$ cat src/hdl/ecu_pkg.sv
/*
  Constants, types and shared helpers of the edge capture unit.
  Assumes a 40 MHz system clock and the parameter port of the unit.
*/
// Contract
// - Source code 0,1,3,4 selects trigger input
// - Edge 0 falling, 1 rising, 2 both
// - Ignore trigger for holdoff milliseconds after capture
// - Both edges keep separate holdoff windows
// - Repetitive capture inhibits only its own edge
// - Filter mode 0 symmetric, 1 asymmetric
// - Symmetric uses active threshold for both edges
// - Asymmetric uses restore threshold on restore edge
// - Thresholds are 32-bit unsigned, reset zero
// - State 0 stopped, triggers ignored, read-only
// - Single armed captures then goes single stop
// - Repetitive armed captures then goes repetitive done
// - Single stop ignores trigger, keeps results
// - Command 0 stop,1 single,2 repetitive,3 forced
// - Single results hold until rearm
// - Repetitive done overwrites; result read rearms
// - Done states report edge-specific codes
package ecu_pkg;

  // ----------------------------------------
  // Register offsets
  // ----------------------------------------
  localparam logic [15:0] ADDR_STATE = 16'h0af0;
  localparam logic [15:0] ADDR_CMD = 16'h0af1;
  localparam logic [15:0] ADDR_TRIG = 16'h0af2;
  localparam logic [15:0] ADDR_EDGE = 16'h0af3;
  localparam logic [15:0] ADDR_HOLD = 16'h0af4;
  localparam logic [15:0] ADDR_FMODE = 16'h0af9;
  localparam logic [15:0] ADDR_RESTORE = 16'h0afa;
  localparam logic [15:0] ADDR_ACTIVE = 16'h0afc;
  localparam logic [15:0] ADDR_RESULT = 16'h0b04;

  // ----------------------------------------
  // Reset values and ranges
  // ----------------------------------------
  localparam logic [2:0] RST_TRIG = 3'h0;
  localparam logic [1:0] RST_EDGE = 2'h0;
  localparam logic [15:0] RST_HOLD = 16'h0000;
  localparam logic RST_FMODE = 1'b0;
  localparam logic [31:0] RST_THRESH = 32'h0000_0000;
  localparam logic [15:0] HOLD_MAX_MS = 16'hffdc;

  // ----------------------------------------
  // Codes
  // ----------------------------------------
  localparam logic [2:0] TRG_IN9 = 3'h0;
  localparam logic [2:0] TRG_IN8 = 3'h1;
  localparam logic [2:0] TRG_FB_INDEX = 3'h3;
  localparam logic [2:0] TRG_MS_INDEX = 3'h4;
  localparam logic [1:0] EDGE_FALL = 2'h0;
  localparam logic [1:0] EDGE_RISE = 2'h1;
  localparam logic [1:0] EDGE_BOTH = 2'h2;
  localparam logic [1:0] CMD_STOP = 2'h0;
  localparam logic [1:0] CMD_SINGLE = 2'h1;
  localparam logic [1:0] CMD_REPEAT = 2'h2;
  localparam logic [1:0] CMD_FORCE = 2'h3;
  localparam logic [3:0] CODE_STOP = 4'h0;
  localparam logic [3:0] CODE_SARM = 4'h1;
  localparam logic [3:0] CODE_RARM = 4'h2;
  localparam logic [3:0] CODE_SDONE = 4'h3;
  localparam logic [3:0] CODE_RDONE = 4'h4;

  // ----------------------------------------
  // Timing
  // ----------------------------------------
  localparam int CLK_HZ = 40000000;
  localparam int TICK_MS = 1;
  localparam int TICK_CYC = CLK_HZ / 1000 * TICK_MS;

  typedef enum logic [4:0] {
    ST_STOP = 5'h01,
    ST_SARM = 5'h02,
    ST_RARM = 5'h04,
    ST_SDONE = 5'h08,
    ST_RDONE = 5'h10
  } ecu_state_t;

  // Status word: base code in low nibble, edge tag above it
  function automatic logic [15:0] ecu_code(input logic [3:0] base, input logic [1:0] tag);
    ecu_code = {10'h000, tag, base};
  endfunction

endpackage

$ cat src/hdl/ecu_hold_if.sv
/*
  Link between the capture controller and one holdoff window counter.
  Assumes both ends share sys_clk.
*/
`timescale 1ns/1ps
interface ecu_hold_if;
  logic start;
  logic [15:0] load_ms;
  logic busy;
  modport ctl (output start, output load_ms, input busy);
  modport cnt (input start, input load_ms, output busy);
endinterface

$ cat src/hdl/ecu_tick.sv
/*
  Millisecond tick generator.
  Assumes a free running sys_clk; ce freezes the count.
*/
`timescale 1ns/1ps
module ecu_tick #(
  parameter int TICK_CYC = ecu_pkg::TICK_CYC
) (
  input wire logic sys_clk, // System clock
  input wire logic rstn, // Synchronous reset, active low
  input wire logic ce, // Clock enable
  output logic tick // One-cycle pulse each millisecond
);
  logic [31:0] cnt_q;
  logic [31:0] cnt_d;
  logic wrap;

  assign wrap = (cnt_q == 32'(TICK_CYC - 1));
  assign cnt_d = wrap ? 32'h0000_0000 : cnt_q + 32'h0000_0001;

  always_ff @(posedge sys_clk) begin
    if (!rstn) begin
      cnt_q <= 32'h0000_0000;
      tick <= 1'b0;
    end else if (ce) begin
      cnt_q <= cnt_d;
      tick <= wrap;
    end
  end
endmodule

$ cat src/hdl/ecu_holdoff.sv
/*
  Holdoff window counter for one edge polarity.
  Assumes a millisecond tick pulse from the tick generator.
*/
`timescale 1ns/1ps
module ecu_holdoff (
  input wire logic sys_clk, // System clock
  input wire logic rstn, // Synchronous reset, active low
  input wire logic ce, // Clock enable
  input wire logic tick, // Millisecond tick
  ecu_hold_if.cnt hif // Start, length and busy
);
  logic [16:0] left_q;
  logic [16:0] left_d;

  // One extra tick so a window never ends short of its length
  always_comb begin
    left_d = left_q;
    if (hif.start && hif.load_ms != 16'h0000) begin
      left_d = {1'b0, hif.load_ms} + 17'h00001;
    end else if (tick && left_q != 17'h00000) begin
      left_d = left_q - 17'h00001;
    end
  end

  assign hif.busy = (left_q != 17'h00000);

  always_ff @(posedge sys_clk) begin
    if (!rstn) begin
      left_q <= 17'h00000;
    end else if (ce) begin
      left_q <= left_d;
    end
  end
endmodule

$ cat src/hdl/ecu_top.sv
/*
  Edge capture unit: trigger selection, edge qualification, per-edge
  holdoff, capture state machine and parameter registers.
  Assumes trigger inputs synchronous to sys_clk and a parameter port
  with one-cycle read and write strobes.
*/
`timescale 1ns/1ps
module ecu_top #(
  parameter int TICK_CYC = ecu_pkg::TICK_CYC
) (
  input wire logic sys_clk, // System clock, 40 MHz
  input wire logic rstn, // Synchronous reset, active low
  input wire logic ce, // Clock enable, freezes all state when low
  input wire logic digital_input_nine, // Digital input nine
  input wire logic digital_input_eight, // Digital input eight
  input wire logic fb_index, // Feedback encoder index pulse
  input wire logic master_index, // Master encoder index pulse
  input wire logic [31:0] qty_in, // First quantity to capture
  input wire logic [15:0] reg_addr, // Parameter address
  input wire logic reg_wr, // Parameter write strobe
  input wire logic reg_rd, // Parameter read strobe
  input wire logic [31:0] reg_wdata, // Parameter write data
  output logic [31:0] reg_rdata, // Parameter read data
  output logic capture_pulse, // One-cycle pulse per capture
  output logic [31:0] capture_value, // Last captured quantity
  output logic [31:0] capture_thresh, // Filter threshold, capture edge
  output logic [31:0] restore_thresh // Filter threshold, restore edge
);

  // ----------------------------------------
  // Parameter registers
  // ----------------------------------------
  logic [2:0] trig_sel_q;
  logic [1:0] edge_sel_q;
  logic [15:0] hold_ms_q;
  logic fmode_q;
  logic [31:0] restore_q;
  logic [31:0] active_q;
  logic [1:0] cmd_q;

  logic wr_trig;
  logic wr_edge;
  logic wr_hold;
  logic wr_fmode;
  logic wr_restore;
  logic wr_active;
  logic wr_cmd;
  logic rd_result;

  // Out-of-range writes are dropped and the old value stays
  assign wr_trig = reg_wr && reg_addr == ecu_pkg::ADDR_TRIG && reg_wdata[31:3] == 29'h0
    && reg_wdata[2:0] != 3'h2 && reg_wdata[2:0] <= ecu_pkg::TRG_MS_INDEX;
  assign wr_edge = reg_wr && reg_addr == ecu_pkg::ADDR_EDGE && reg_wdata[31:2] == 30'h0
    && reg_wdata[1:0] <= ecu_pkg::EDGE_BOTH;
  assign wr_hold = reg_wr && reg_addr == ecu_pkg::ADDR_HOLD && reg_wdata[31:16] == 16'h0
    && reg_wdata[15:0] <= ecu_pkg::HOLD_MAX_MS;
  assign wr_fmode = reg_wr && reg_addr == ecu_pkg::ADDR_FMODE && reg_wdata[31:1] == 31'h0;
  assign wr_restore = reg_wr && reg_addr == ecu_pkg::ADDR_RESTORE;
  assign wr_active = reg_wr && reg_addr == ecu_pkg::ADDR_ACTIVE;
  assign wr_cmd = reg_wr && reg_addr == ecu_pkg::ADDR_CMD && reg_wdata[31:2] == 30'h0;
  assign rd_result = reg_rd && reg_addr == ecu_pkg::ADDR_RESULT;

  always_ff @(posedge sys_clk) begin
    if (!rstn) begin
      trig_sel_q <= ecu_pkg::RST_TRIG;
      edge_sel_q <= ecu_pkg::RST_EDGE;
      hold_ms_q <= ecu_pkg::RST_HOLD;
      fmode_q <= ecu_pkg::RST_FMODE;
      restore_q <= ecu_pkg::RST_THRESH;
      active_q <= ecu_pkg::RST_THRESH;
      cmd_q <= ecu_pkg::CMD_STOP;
    end else if (ce) begin
      if (wr_trig) begin
        trig_sel_q <= reg_wdata[2:0];
      end
      if (wr_edge) begin
        edge_sel_q <= reg_wdata[1:0];
      end
      if (wr_hold) begin
        hold_ms_q <= reg_wdata[15:0];
      end
      if (wr_fmode) begin
        fmode_q <= reg_wdata[0];
      end
      if (wr_restore) begin
        restore_q <= reg_wdata;
      end
      if (wr_active) begin
        active_q <= reg_wdata;
      end
      if (wr_cmd) begin
        cmd_q <= reg_wdata[1:0];
      end
    end
  end

  // ----------------------------------------
  // Validation filter thresholds
  // ----------------------------------------
  assign capture_thresh = active_q;
  assign restore_thresh = fmode_q ? restore_q : active_q;

  // ----------------------------------------
  // Trigger source and edge detection
  // ----------------------------------------
  logic trig_now;
  logic trig_prev_q;
  logic rise_raw;
  logic fall_raw;

  assign trig_now = (trig_sel_q == ecu_pkg::TRG_IN9) ? digital_input_nine :
    (trig_sel_q == ecu_pkg::TRG_IN8) ? digital_input_eight :
    (trig_sel_q == ecu_pkg::TRG_FB_INDEX) ? fb_index :
    (trig_sel_q == ecu_pkg::TRG_MS_INDEX) ? master_index : 1'b0;
  // A change of source compares the new line against the old one,
  // so differing levels on the two lines read as one edge
  assign rise_raw = trig_now && !trig_prev_q;
  assign fall_raw = !trig_now && trig_prev_q;

  always_ff @(posedge sys_clk) begin
    if (!rstn) begin
      trig_prev_q <= 1'b0;
    end else if (ce) begin
      trig_prev_q <= trig_now;
    end
  end

  // ----------------------------------------
  // Holdoff windows, one per polarity
  // ----------------------------------------
  logic tick;
  // Rearming leaves running windows alone
  ecu_hold_if fall_hif ();
  ecu_hold_if rise_hif ();

  ecu_tick #(
    .TICK_CYC(TICK_CYC)
  ) u_tick (
    .sys_clk(sys_clk),
    .rstn(rstn),
    .ce(ce),
    .tick(tick)
  );

  ecu_holdoff u_fall_hold (
    .sys_clk(sys_clk),
    .rstn(rstn),
    .ce(ce),
    .tick(tick),
    .hif(fall_hif.cnt)
  );

  ecu_holdoff u_rise_hold (
    .sys_clk(sys_clk),
    .rstn(rstn),
    .ce(ce),
    .tick(tick),
    .hif(rise_hif.cnt)
  );

  // ----------------------------------------
  // Qualified trigger
  // ----------------------------------------
  ecu_pkg::ecu_state_t state_q;
  ecu_pkg::ecu_state_t state_d;
  logic armed;
  logic fall_ok;
  logic rise_ok;
  logic force_trig;
  logic hit;
  logic [1:0] hit_tag;

  assign armed = (state_q == ecu_pkg::ST_SARM) || (state_q == ecu_pkg::ST_RARM)
    || (state_q == ecu_pkg::ST_RDONE);
  assign fall_ok = fall_raw && edge_sel_q != ecu_pkg::EDGE_RISE && !fall_hif.busy;
  assign rise_ok = rise_raw && edge_sel_q != ecu_pkg::EDGE_FALL && !rise_hif.busy;
  assign force_trig = wr_cmd && reg_wdata[1:0] == ecu_pkg::CMD_FORCE;
  // A command write wins over a trigger in the same cycle; that edge is lost
  assign hit = armed && (fall_ok || rise_ok) && !wr_cmd;

  // Each window starts only on its own edge
  assign fall_hif.start = ce && hit && fall_ok;
  assign rise_hif.start = ce && hit && rise_ok;
  assign fall_hif.load_ms = hold_ms_q;
  assign rise_hif.load_ms = hold_ms_q;

  // Edge tag: 1 falling, 2 rising, 3 both (single or forced capture on both edges)
  assign hit_tag = (state_q == ecu_pkg::ST_SARM || force_trig) ? edge_sel_q + 2'h1
    : (rise_ok ? 2'h2 : 2'h1);

  // ----------------------------------------
  // Capture state machine
  // ----------------------------------------
  logic [1:0] tag_q;
  logic [1:0] tag_d;
  logic take;

  always_comb begin
    state_d = state_q;
    tag_d = tag_q;
    take = 1'b0;
    if (wr_cmd) begin
      tag_d = 2'h0;
      case (reg_wdata[1:0])
        ecu_pkg::CMD_STOP: begin
          state_d = ecu_pkg::ST_STOP;
        end
        ecu_pkg::CMD_SINGLE: begin
          state_d = ecu_pkg::ST_SARM;
        end
        ecu_pkg::CMD_REPEAT: begin
          state_d = ecu_pkg::ST_RARM;
        end
        ecu_pkg::CMD_FORCE: begin
          state_d = ecu_pkg::ST_SDONE;
          tag_d = hit_tag;
          take = 1'b1;
        end
        default: begin
          state_d = ecu_pkg::ST_STOP;
        end
      endcase
    end else begin
      case (state_q)
        ecu_pkg::ST_STOP: begin
          state_d = ecu_pkg::ST_STOP;
        end
        ecu_pkg::ST_SARM: begin
          if (hit) begin
            state_d = ecu_pkg::ST_SDONE;
            tag_d = hit_tag;
            take = 1'b1;
          end
        end
        ecu_pkg::ST_RARM: begin
          if (hit) begin
            state_d = ecu_pkg::ST_RDONE;
            tag_d = hit_tag;
            take = 1'b1;
          end
        end
        ecu_pkg::ST_SDONE: begin
          state_d = ecu_pkg::ST_SDONE;
        end
        ecu_pkg::ST_RDONE: begin
          if (hit) begin
            tag_d = hit_tag;
            take = 1'b1;
          // A capture in the same cycle as a result read wins
          end else if (rd_result) begin
            state_d = ecu_pkg::ST_RARM;
            tag_d = 2'h0;
          end
        end
        default: begin
          state_d = ecu_pkg::ST_STOP;
          tag_d = 2'h0;
        end
      endcase
    end
  end

  always_ff @(posedge sys_clk) begin
    if (!rstn) begin
      state_q <= ecu_pkg::ST_STOP;
      tag_q <= 2'h0;
    end else if (ce) begin
      state_q <= state_d;
      tag_q <= tag_d;
    end
  end

  // ----------------------------------------
  // Captured result
  // ----------------------------------------
  always_ff @(posedge sys_clk) begin
    if (!rstn) begin
      capture_value <= 32'h0000_0000;
      capture_pulse <= 1'b0;
    end else if (ce) begin
      capture_pulse <= take;
      if (take) begin
        capture_value <= qty_in;
      end
    end
  end

  // ----------------------------------------
  // Status code and read port
  // ----------------------------------------
  logic [3:0] base_code;
  logic [15:0] state_code;
  logic [31:0] rdata_d;

  assign base_code = (state_q == ecu_pkg::ST_SARM) ? ecu_pkg::CODE_SARM :
    (state_q == ecu_pkg::ST_RARM) ? ecu_pkg::CODE_RARM :
    (state_q == ecu_pkg::ST_SDONE) ? ecu_pkg::CODE_SDONE :
    (state_q == ecu_pkg::ST_RDONE) ? ecu_pkg::CODE_RDONE : ecu_pkg::CODE_STOP;
  // Armed states carry tag 0, done states the edge tag of the last capture
  assign state_code = ecu_pkg::ecu_code(base_code, tag_q);

  always_comb begin
    case (reg_addr)
      ecu_pkg::ADDR_STATE: begin
        rdata_d = {16'h0000, state_code};
      end
      ecu_pkg::ADDR_CMD: begin
        rdata_d = {30'h0, cmd_q};
      end
      ecu_pkg::ADDR_TRIG: begin
        rdata_d = {29'h0, trig_sel_q};
      end
      ecu_pkg::ADDR_EDGE: begin
        rdata_d = {30'h0, edge_sel_q};
      end
      ecu_pkg::ADDR_HOLD: begin
        rdata_d = {16'h0000, hold_ms_q};
      end
      ecu_pkg::ADDR_FMODE: begin
        rdata_d = {31'h0, fmode_q};
      end
      ecu_pkg::ADDR_RESTORE: begin
        rdata_d = restore_q;
      end
      ecu_pkg::ADDR_ACTIVE: begin
        rdata_d = active_q;
      end
      ecu_pkg::ADDR_RESULT: begin
        rdata_d = capture_value;
      end
      default: begin
        rdata_d = 32'h0000_0000;
      end
    endcase
  end

  always_ff @(posedge sys_clk) begin
    if (!rstn) begin
      reg_rdata <= 32'h0000_0000;
    end else if (ce && reg_rd) begin
      reg_rdata <= rdata_d;
    end
  end

endmodule

$ cat config.mk
export PLATFORM = sky130hd
export DESIGN_NAME = ecu_top
export DESIGN_NICKNAME = d
export VERILOG_FILES = /design/src/hdl/ecu_pkg.sv /design/src/hdl/ecu_hold_if.sv /design/src/hdl/ecu_tick.sv /design/src/hdl/ecu_holdoff.sv /design/src/hdl/ecu_top.sv
export SDC_FILE = /design/constraint.sdc
export NUM_CORES = 1
export LEC_CHECK = 0
export BUFFER_PORTS_ARGS = -buffer_cell sky130_fd_sc_hd__buf_2
export CAP_MARGIN = 20
export CORE_ASPECT_RATIO = 0.8
export CORE_MARGIN = 2
export CORE_UTILIZATION = 60
export DETAILED_ROUTE_END_ITERATION = 10
export GPL_TIMING_DRIVEN = 0
export HOLD_SLACK_MARGIN = 0.02
export PLACE_DENSITY = 0.86
export SLEW_MARGIN = 20
export SYNTH_ARGS = -nofsm -noshare
export SYNTH_HDL_FRONTEND = slang
export SYNTH_SLANG_ARGS = --single-unit
$ cat constraint.sdc
create_clock -name sys_clk -period 5.45 [get_ports sys_clk]
set_input_delay 0 -clock sys_clk [delete_from_list [all_inputs] [get_ports sys_clk]]
set_output_delay 0 -clock sys_clk [all_outputs]
set_load 0.02 [all_outputs]
# Yosys cells after proc, flatten, opt, wreduce, memory -nomap -nowiden

Cells that the tools add are included.
W data, S select, Z words.

Register bits: 228
Latch bits: 0
RAM bits: 0
Bits in read-only memories: 0
Input bits: 89
Memories: 0

Add/sub/neg operators: 5
Multiply operators: 0
Divide/modulo/power cells: 0
Magnitude comparators: 3
Equal/unequal tests: 30
Shift-type cells: 0
Mux-type cells: 34
Bitwise operators: 0
Reduce and logical (&&, ||, !) cells: 70

Operator list:

| kind                    | number |
|---|---|
| $pmux W32 S9            | 1 |
| $eq A16 B12 Y1 const B  | 9 |
| $mux W17                | 4 |
| $mux W32                | 2 |
| $pmux W5 S4             | 2 |
| $logic_and A1 B1 Y1     | 34 |
| $reduce_bool A17 Y1     | 2 |
| $sub A17 B1 Y17 const B | 2 |
| $add A32 B1 Y32 const B | 1 |
| $eq A32 B16 Y1 const B  | 1 |
| $logic_not A31 Y1       | 1 |
| $logic_not A30 Y1       | 1 |
| $logic_not A29 Y1       | 1 |
| $mux W5                 | 5 |
| $reduce_and A2 Y1       | 10 |
| $add A16 B1 Y17 const B | 1 |
| $le A16 B16 Y1 const B  | 1 |
| $logic_not A16 Y1       | 1 |
| $reduce_bool A16 Y1     | 1 |
| $mux W2                 | 7 |
| $mux W3                 | 4 |
| $ne A3 B3 Y1 const B    | 4 |
| $mux W1                 | 8 |
| $pmux W2 S3             | 1 |
| other kinds (26)        | 38 |

# Depth between registers and ports, before layout

Word-level depth: 17
Gate-level depth with buffers: 12
Gate-level depth less buffers: 9

# By module

A second synthesis with hierarchy kept.

Cells, all modules: 1484
Area total of the unflattened synthesis: 12085.3 sq um

Modules (own cells, without submodules):

| module      | instances | cells each | area each (sq um) |
|---|---|---|---|
| ecu_top     | 1         | 915        | 7608.5 |
| ecu_holdoff | 2         | 192        | 1425.1 |
| ecu_tick    | 1         | 185        | 1626.6 |

# Worst setup path before layout

Ideal clock, no wire load.

Path kind: register -> register
Start point: reg u_fall_hold.left_q[0]
End point: reg capture_value[10]
Arrival: 3.007 ns
Required time: 5.378 ns
Setup slack: 2.371 ns
Cell stages (with the launch flop): 13
Period minus slack after synthesis: 3.079 ns
Path through: dfxtp_1 inv_1 ha_1 or3b_2 or4_1 or4_1 clkbuf_1 a211oi_1 a211o_1 and2_4 buf_6 buf_12 mux2i_1

Cells in the longest elaborated chain, start to end: 10

RTL lines:

| element                            | RTL line                                       | source |
|---|---|---|
| start, declared                    | ecu_holdoff.sv:13                              | `logic [16:0] left_q;` |
| start signal, assigned             | ecu_holdoff.sv:32                              | `left_q <= left_d;` |
| $reduce_bool A17 Y1                | ecu_holdoff.sv:26                              | `assign hif.busy = (left_q != 17'h00000);` |
| $logic_not A1 Y1                   | ecu_top.sv:175                                 | `assign fall_ok = fall_raw && edge_sel_q != ecu_pkg::EDGE_RISE && !fall_hif.busy;` |
| $logic_and A1 B1 Y1                | ecu_top.sv:175                                 |  |
| $logic_or A1 B1 Y1                 | ecu_top.sv:179                                 | `assign hit = armed && (fall_ok \|\| rise_ok) && !wr_cmd;` |
| $logic_and A1 B1 Y1 (2 in a row)   | ecu_top.sv:179                                 |  |
| $mux W1                            | ecu_top.sv:229, ecu_top.sv:236, ecu_top.sv:246 |  |
| $mux W1                            | -                                              |  |
| $mux W1                            | ecu_top.sv:202                                 | `if (wr_cmd) begin` |
| $reduce_and A2 Y1 (no source line) | -                                              |  |
| end signal, assigned               | ecu_top.sv:283                                 | `capture_value <= qty_in;` |
| end, declared                      | ecu_top.sv:25                                  | `output logic [31:0] capture_value,` |

Every way passes these cells.
A chain may end at the register's enable or synchronous reset.

# Worst setup path in the final report

Start point: reg u_rise_hold.left_q[0]
End point: reg capture_value[22]

Cells in the longest elaborated chain, start to end: 10

RTL lines:

| element                            | RTL line                                       | source |
|---|---|---|
| start, declared                    | ecu_holdoff.sv:13                              |  |
| start signal, assigned             | ecu_holdoff.sv:32                              |  |
| $reduce_bool A17 Y1                | ecu_holdoff.sv:26                              |  |
| $logic_not A1 Y1                   | ecu_top.sv:176                                 | `assign rise_ok = rise_raw && edge_sel_q != ecu_pkg::EDGE_FALL && !rise_hif.busy;` |
| $logic_and A1 B1 Y1                | ecu_top.sv:176                                 |  |
| $logic_or A1 B1 Y1                 | ecu_top.sv:179                                 |  |
| $logic_and A1 B1 Y1 (2 in a row)   | ecu_top.sv:179                                 |  |
| $mux W1                            | ecu_top.sv:229, ecu_top.sv:236, ecu_top.sv:246 |  |
| $mux W1                            | -                                              |  |
| $mux W1                            | ecu_top.sv:202                                 |  |
| $reduce_and A2 Y1 (no source line) | -                                              |  |

Every way passes these cells.

==> flow_summary.yaml <==
floorplan:
  floorplan.die_area_sq_mm: 0.0194
  core_region_area_sq_mm: 0.0180
  initial_core_util_pct: 60.9
  die_h_microns: 125
  std_cell_rows: 44
  io_pins: 218
  die_x_microns: 155
synth:
  synth_top_area_cell: "dfxtp_1"
  yosys_register_bits: 228
  synth_area_leaders: "dfxtp_1, nand2_1, mux2i_1, a21oi_1, nor2_1"
  synth_async_sr_flop_share_pct: 0
  synth_area_per_cell_sq_um: 8.26
  synth-warning-count: 0
  yosysSeqAreaShare_pct: 41.6
  number_of_nets_in_the_synthesized_netlist: 1425
  synthFlopType: "dfxtp_1"
  synth_cell_type_count: 63
  synth_instances: 1327
  synth.cell_area_sq_mm: 0.0110
  count_of_flip_flops_with_a_built_in_enable_after_synthesis: 0
  yosysTopAreaCellShare_pct: 41.6
placement:
  numPortBuffers: 216
  dpl_cell_area_sq_mm: 0.0123
  preCtsSetupSlack_ns: 1.91
  final_replace_weighted_congestion: 0.998
  dp_hpwl_mm: 25.2
  numPlacedInstances: 1773
grt:
  grt_max_degree: 15
  first_global_vias: 11000
  grt_usage_pct: 37.3
  antenna_found_initial: 0
  wire_length_of_the_first_global_routing_pass_mm: 57.9
  grt-ovfl-total: 0
finish:
  commonest_non_fill_non_tap_cells_in_the_layout: "nand2_1, dfxtp_1, buf_2"
  finish.instance_area_sq_mm: 0.0137
  antenna_cells_inserted: 0
  cell_count_final_fillers_out: 1876
  mostFrequentLayoutCell: "nand2_1"
  ratio_of_cells_with_drive_above_1_in_the_final_layout_pct: 18.8
  area_growth_syn_to_fin_pct: 25.0
  final_net_count: 1732
clocking:
  cts_tree: "built"
  ctsHoldBuffers: 67
  clkTransAtPathRegs_ns: 0.07
  ctsRootBufferMaster: "clkbuf_16"
  clk_latency_ns: 0.52
  cts_max_level: 1
  ctsLongestPathBuffers: 3
  resized_after_cts: 0
  cts_inserted_buffers: 22
  post-cts-setup-buffer-count: 0
  clock_sinks: 228
critical_path:
  worstSetupPathType: "reg -> reg"
  worst_r2r_path_depth: 11
  crit_path_cell_trace: "inv_1 > ha_1 > or4b_2 > nor4_1 > nand3_1 > a211oi_1 > a211o_1 > and2_4 > buf_6 > buf_12 > mux2i_1"
  crit_path_top_delay_cell: "nor4_1"
  cp_data_arrival_time_ns: 4.24
  timing.critical_path.to_type: "flop"
  critical_path_required_time_ns: 5.87
  worstPathMaxFanout: 10
  worstPathBufferInverterCount: 3
  critical-path-top-delay-family: "simple AND/OR/NAND/NOR gates"
  worst-path-stages: 11
  timing.critical_path.slowest_cell_delay_ns: 0.85
  startpoint_type: "flop"
routing:
  drt-initial-drc-count: 1666
  firstDrtPassIters: 7
  route.detailed.drc: 0
  routed_wire_length_per_instance_microns: 19.9
  num_vias: 11600
  postRouteWirelength_mm: 37.3
  antenna_left: 0
  via_density_per_instance: 6.18
power_and_ir_drop:
  cellPowerDensity_mw_per_mm2: 250
  p_leak_nw: 5.37
  fraction_of_power_spent_switching_nets_pct: 23.3
  pwr-share-seq_pct: 49.1
  power.internal_mw: 2.63
  power_frac_comb_pct: 6.3
  power.switching_uw: 799
  vdd_drop_max_v: 0.000203
  share_clk_of_total_power_pct: 44.6
outcome:
  status: "finished clean"
timing:
  timing.slew.headroom_pct: 20.7
  timing.final.hold_violations: 0
  final_worst_path_period_share_pct: 70.2
  fin_worst_skew_ns: 0.0170
  final_period_minus_worst_setup_slack_ns: 3.82
  achievable_frequency_mhz: 262
  timing_worst_slew_pin_value_ns: 1.18
  timing.setup.tns_ns: 0
  setup_violators_final: 0
  rsz0062_at_grt: "false"
  timing.final.max_slew_violations: 0
  final_critical_path_setup_slack_ns: 1.63
  hold_ws_ns: 0.0665
worst_hold_path:
  worstHoldPathCells: 5
  worstHoldPathType: "in -> reg"
run:
  max_cap_viol_count: 0
layout make-up:
type	count	area [sq um]
plain buffers	92	422
clock buffers	31	646
clock inverters	5	50.0
fillers	1248	4300
inverters	16	60.1
multi-input cells	991	5920
flip-flops and latches	228	4560
well taps	230	288
repair buffers	283	1750
metal layers:
metal	part of all wire, %	global-route usage [%]
met1	39	49.1
met2	44	57.8
met3	13	10.7
met4	4.2	14.8
met5	0.059	0
cell families (layout without fill, tap and decap cells):
kind of cell             Yosys count  after routing  share of synthesized area, %
flip-flops                       228            228                          41.6
adder cells (fa/ha/maj)            9              9                          1.03
multiplexers                      98             98                          9.34
XOR/XNOR                          79             79                          6.31
buffers and inverters            108            427                          4.39
AO/OA/AOI/OAI                    237            237                          13.2
AND/OR/NAND/NOR                  568            568                          24.1
through the flow:
step | util, % | power (mW)
6_report | 76.1 | 3.43
4_1_cts | 76.1 | 3.41
3_5_place_dp | 68.5 | 1.89
5_1_grt | 76.1 | 3.50
3_3_place_gp | 68.5 | 1.88
2_1_floorplan | - | 1.80
state kept, by name (all words and copies together), names as in the netlist, 3 cells and up:
name	flops
capture_thresh	32
capture_value	32
fall_hif.load_ms	16
reg_rdata	32
restore_q	32
state_q	5
trig_sel_q	3
u_fall_hold.left_q	17
u_rise_hold.left_q	17
u_tick.cnt_q	32
path summary, 6_finish.rpt:
| kind | slack, ns | end | from |
|---|---|---|---|
| worst max-delay path | 1.63 | capture_value[22]$_SDFFE_PN0P_ | u_rise_hold.left_q[0]$_SDFFE_PN0P_ |
| worst min-delay path | 0.07 | capture_thresh[31]$_SDFFE_PN0P_ | reg_addr[2] |
| worst max register to register | 1.63 | capture_value[22]$_SDFFE_PN0P_ | u_rise_hold.left_q[0]$_SDFFE_PN0P_ |
| worst min register to register | 0.46 | cmd_q[1]$_SDFFE_PN0P_ | cmd_q[1]$_SDFFE_PN0P_ |
power by group through the flow:
stage | Clock, mW | Sequential [mW] | Combinational, mW
global route | 1.59 | 1.68 | 0.229
CTS | 1.52 | 1.68 | 0.206
detailed placement | 0 | 1.72 | 0.167
global placement | 0 | 1.72 | 0.163
finish | 1.53 | 1.68 | 0.216
floorplan | 0 | 1.73 | 0.0674
cells in the mapped netlist, drive strengths merged, types with 5 or more instances:
cell type  count
nor3          25
a21boi        14
a22oi         17
nand4         21
mux2          34
or4           14
buf           14
dfxtp        228
and3           9
a21oi         97
inv           16
clkbuf        78
xor2          41
nand2b         7
mux2i         64
xnor2         38
nand3b         5
nand3         33
o22ai          6
o21ai         44
and2           7
nand2        285
a31oi         22
and4           5
nor4          27
a222oi        14
nor2         104
ha             9
worst register-to-register path: stages, from the launching register on:
cell	delay [ns]
dfxtp_1	0.31
inv_1	0.11
ha_1	0.19
or4b_2	0.58
nor4_1	0.85
nand3_1	0.41
a211oi_1	0.34
a211o_1	0.19
and2_4	0.16
buf_6	0.17
buf_12	0.18
mux2i_1	0.27
Note: power is estimated with default switching activity, not from simulation.
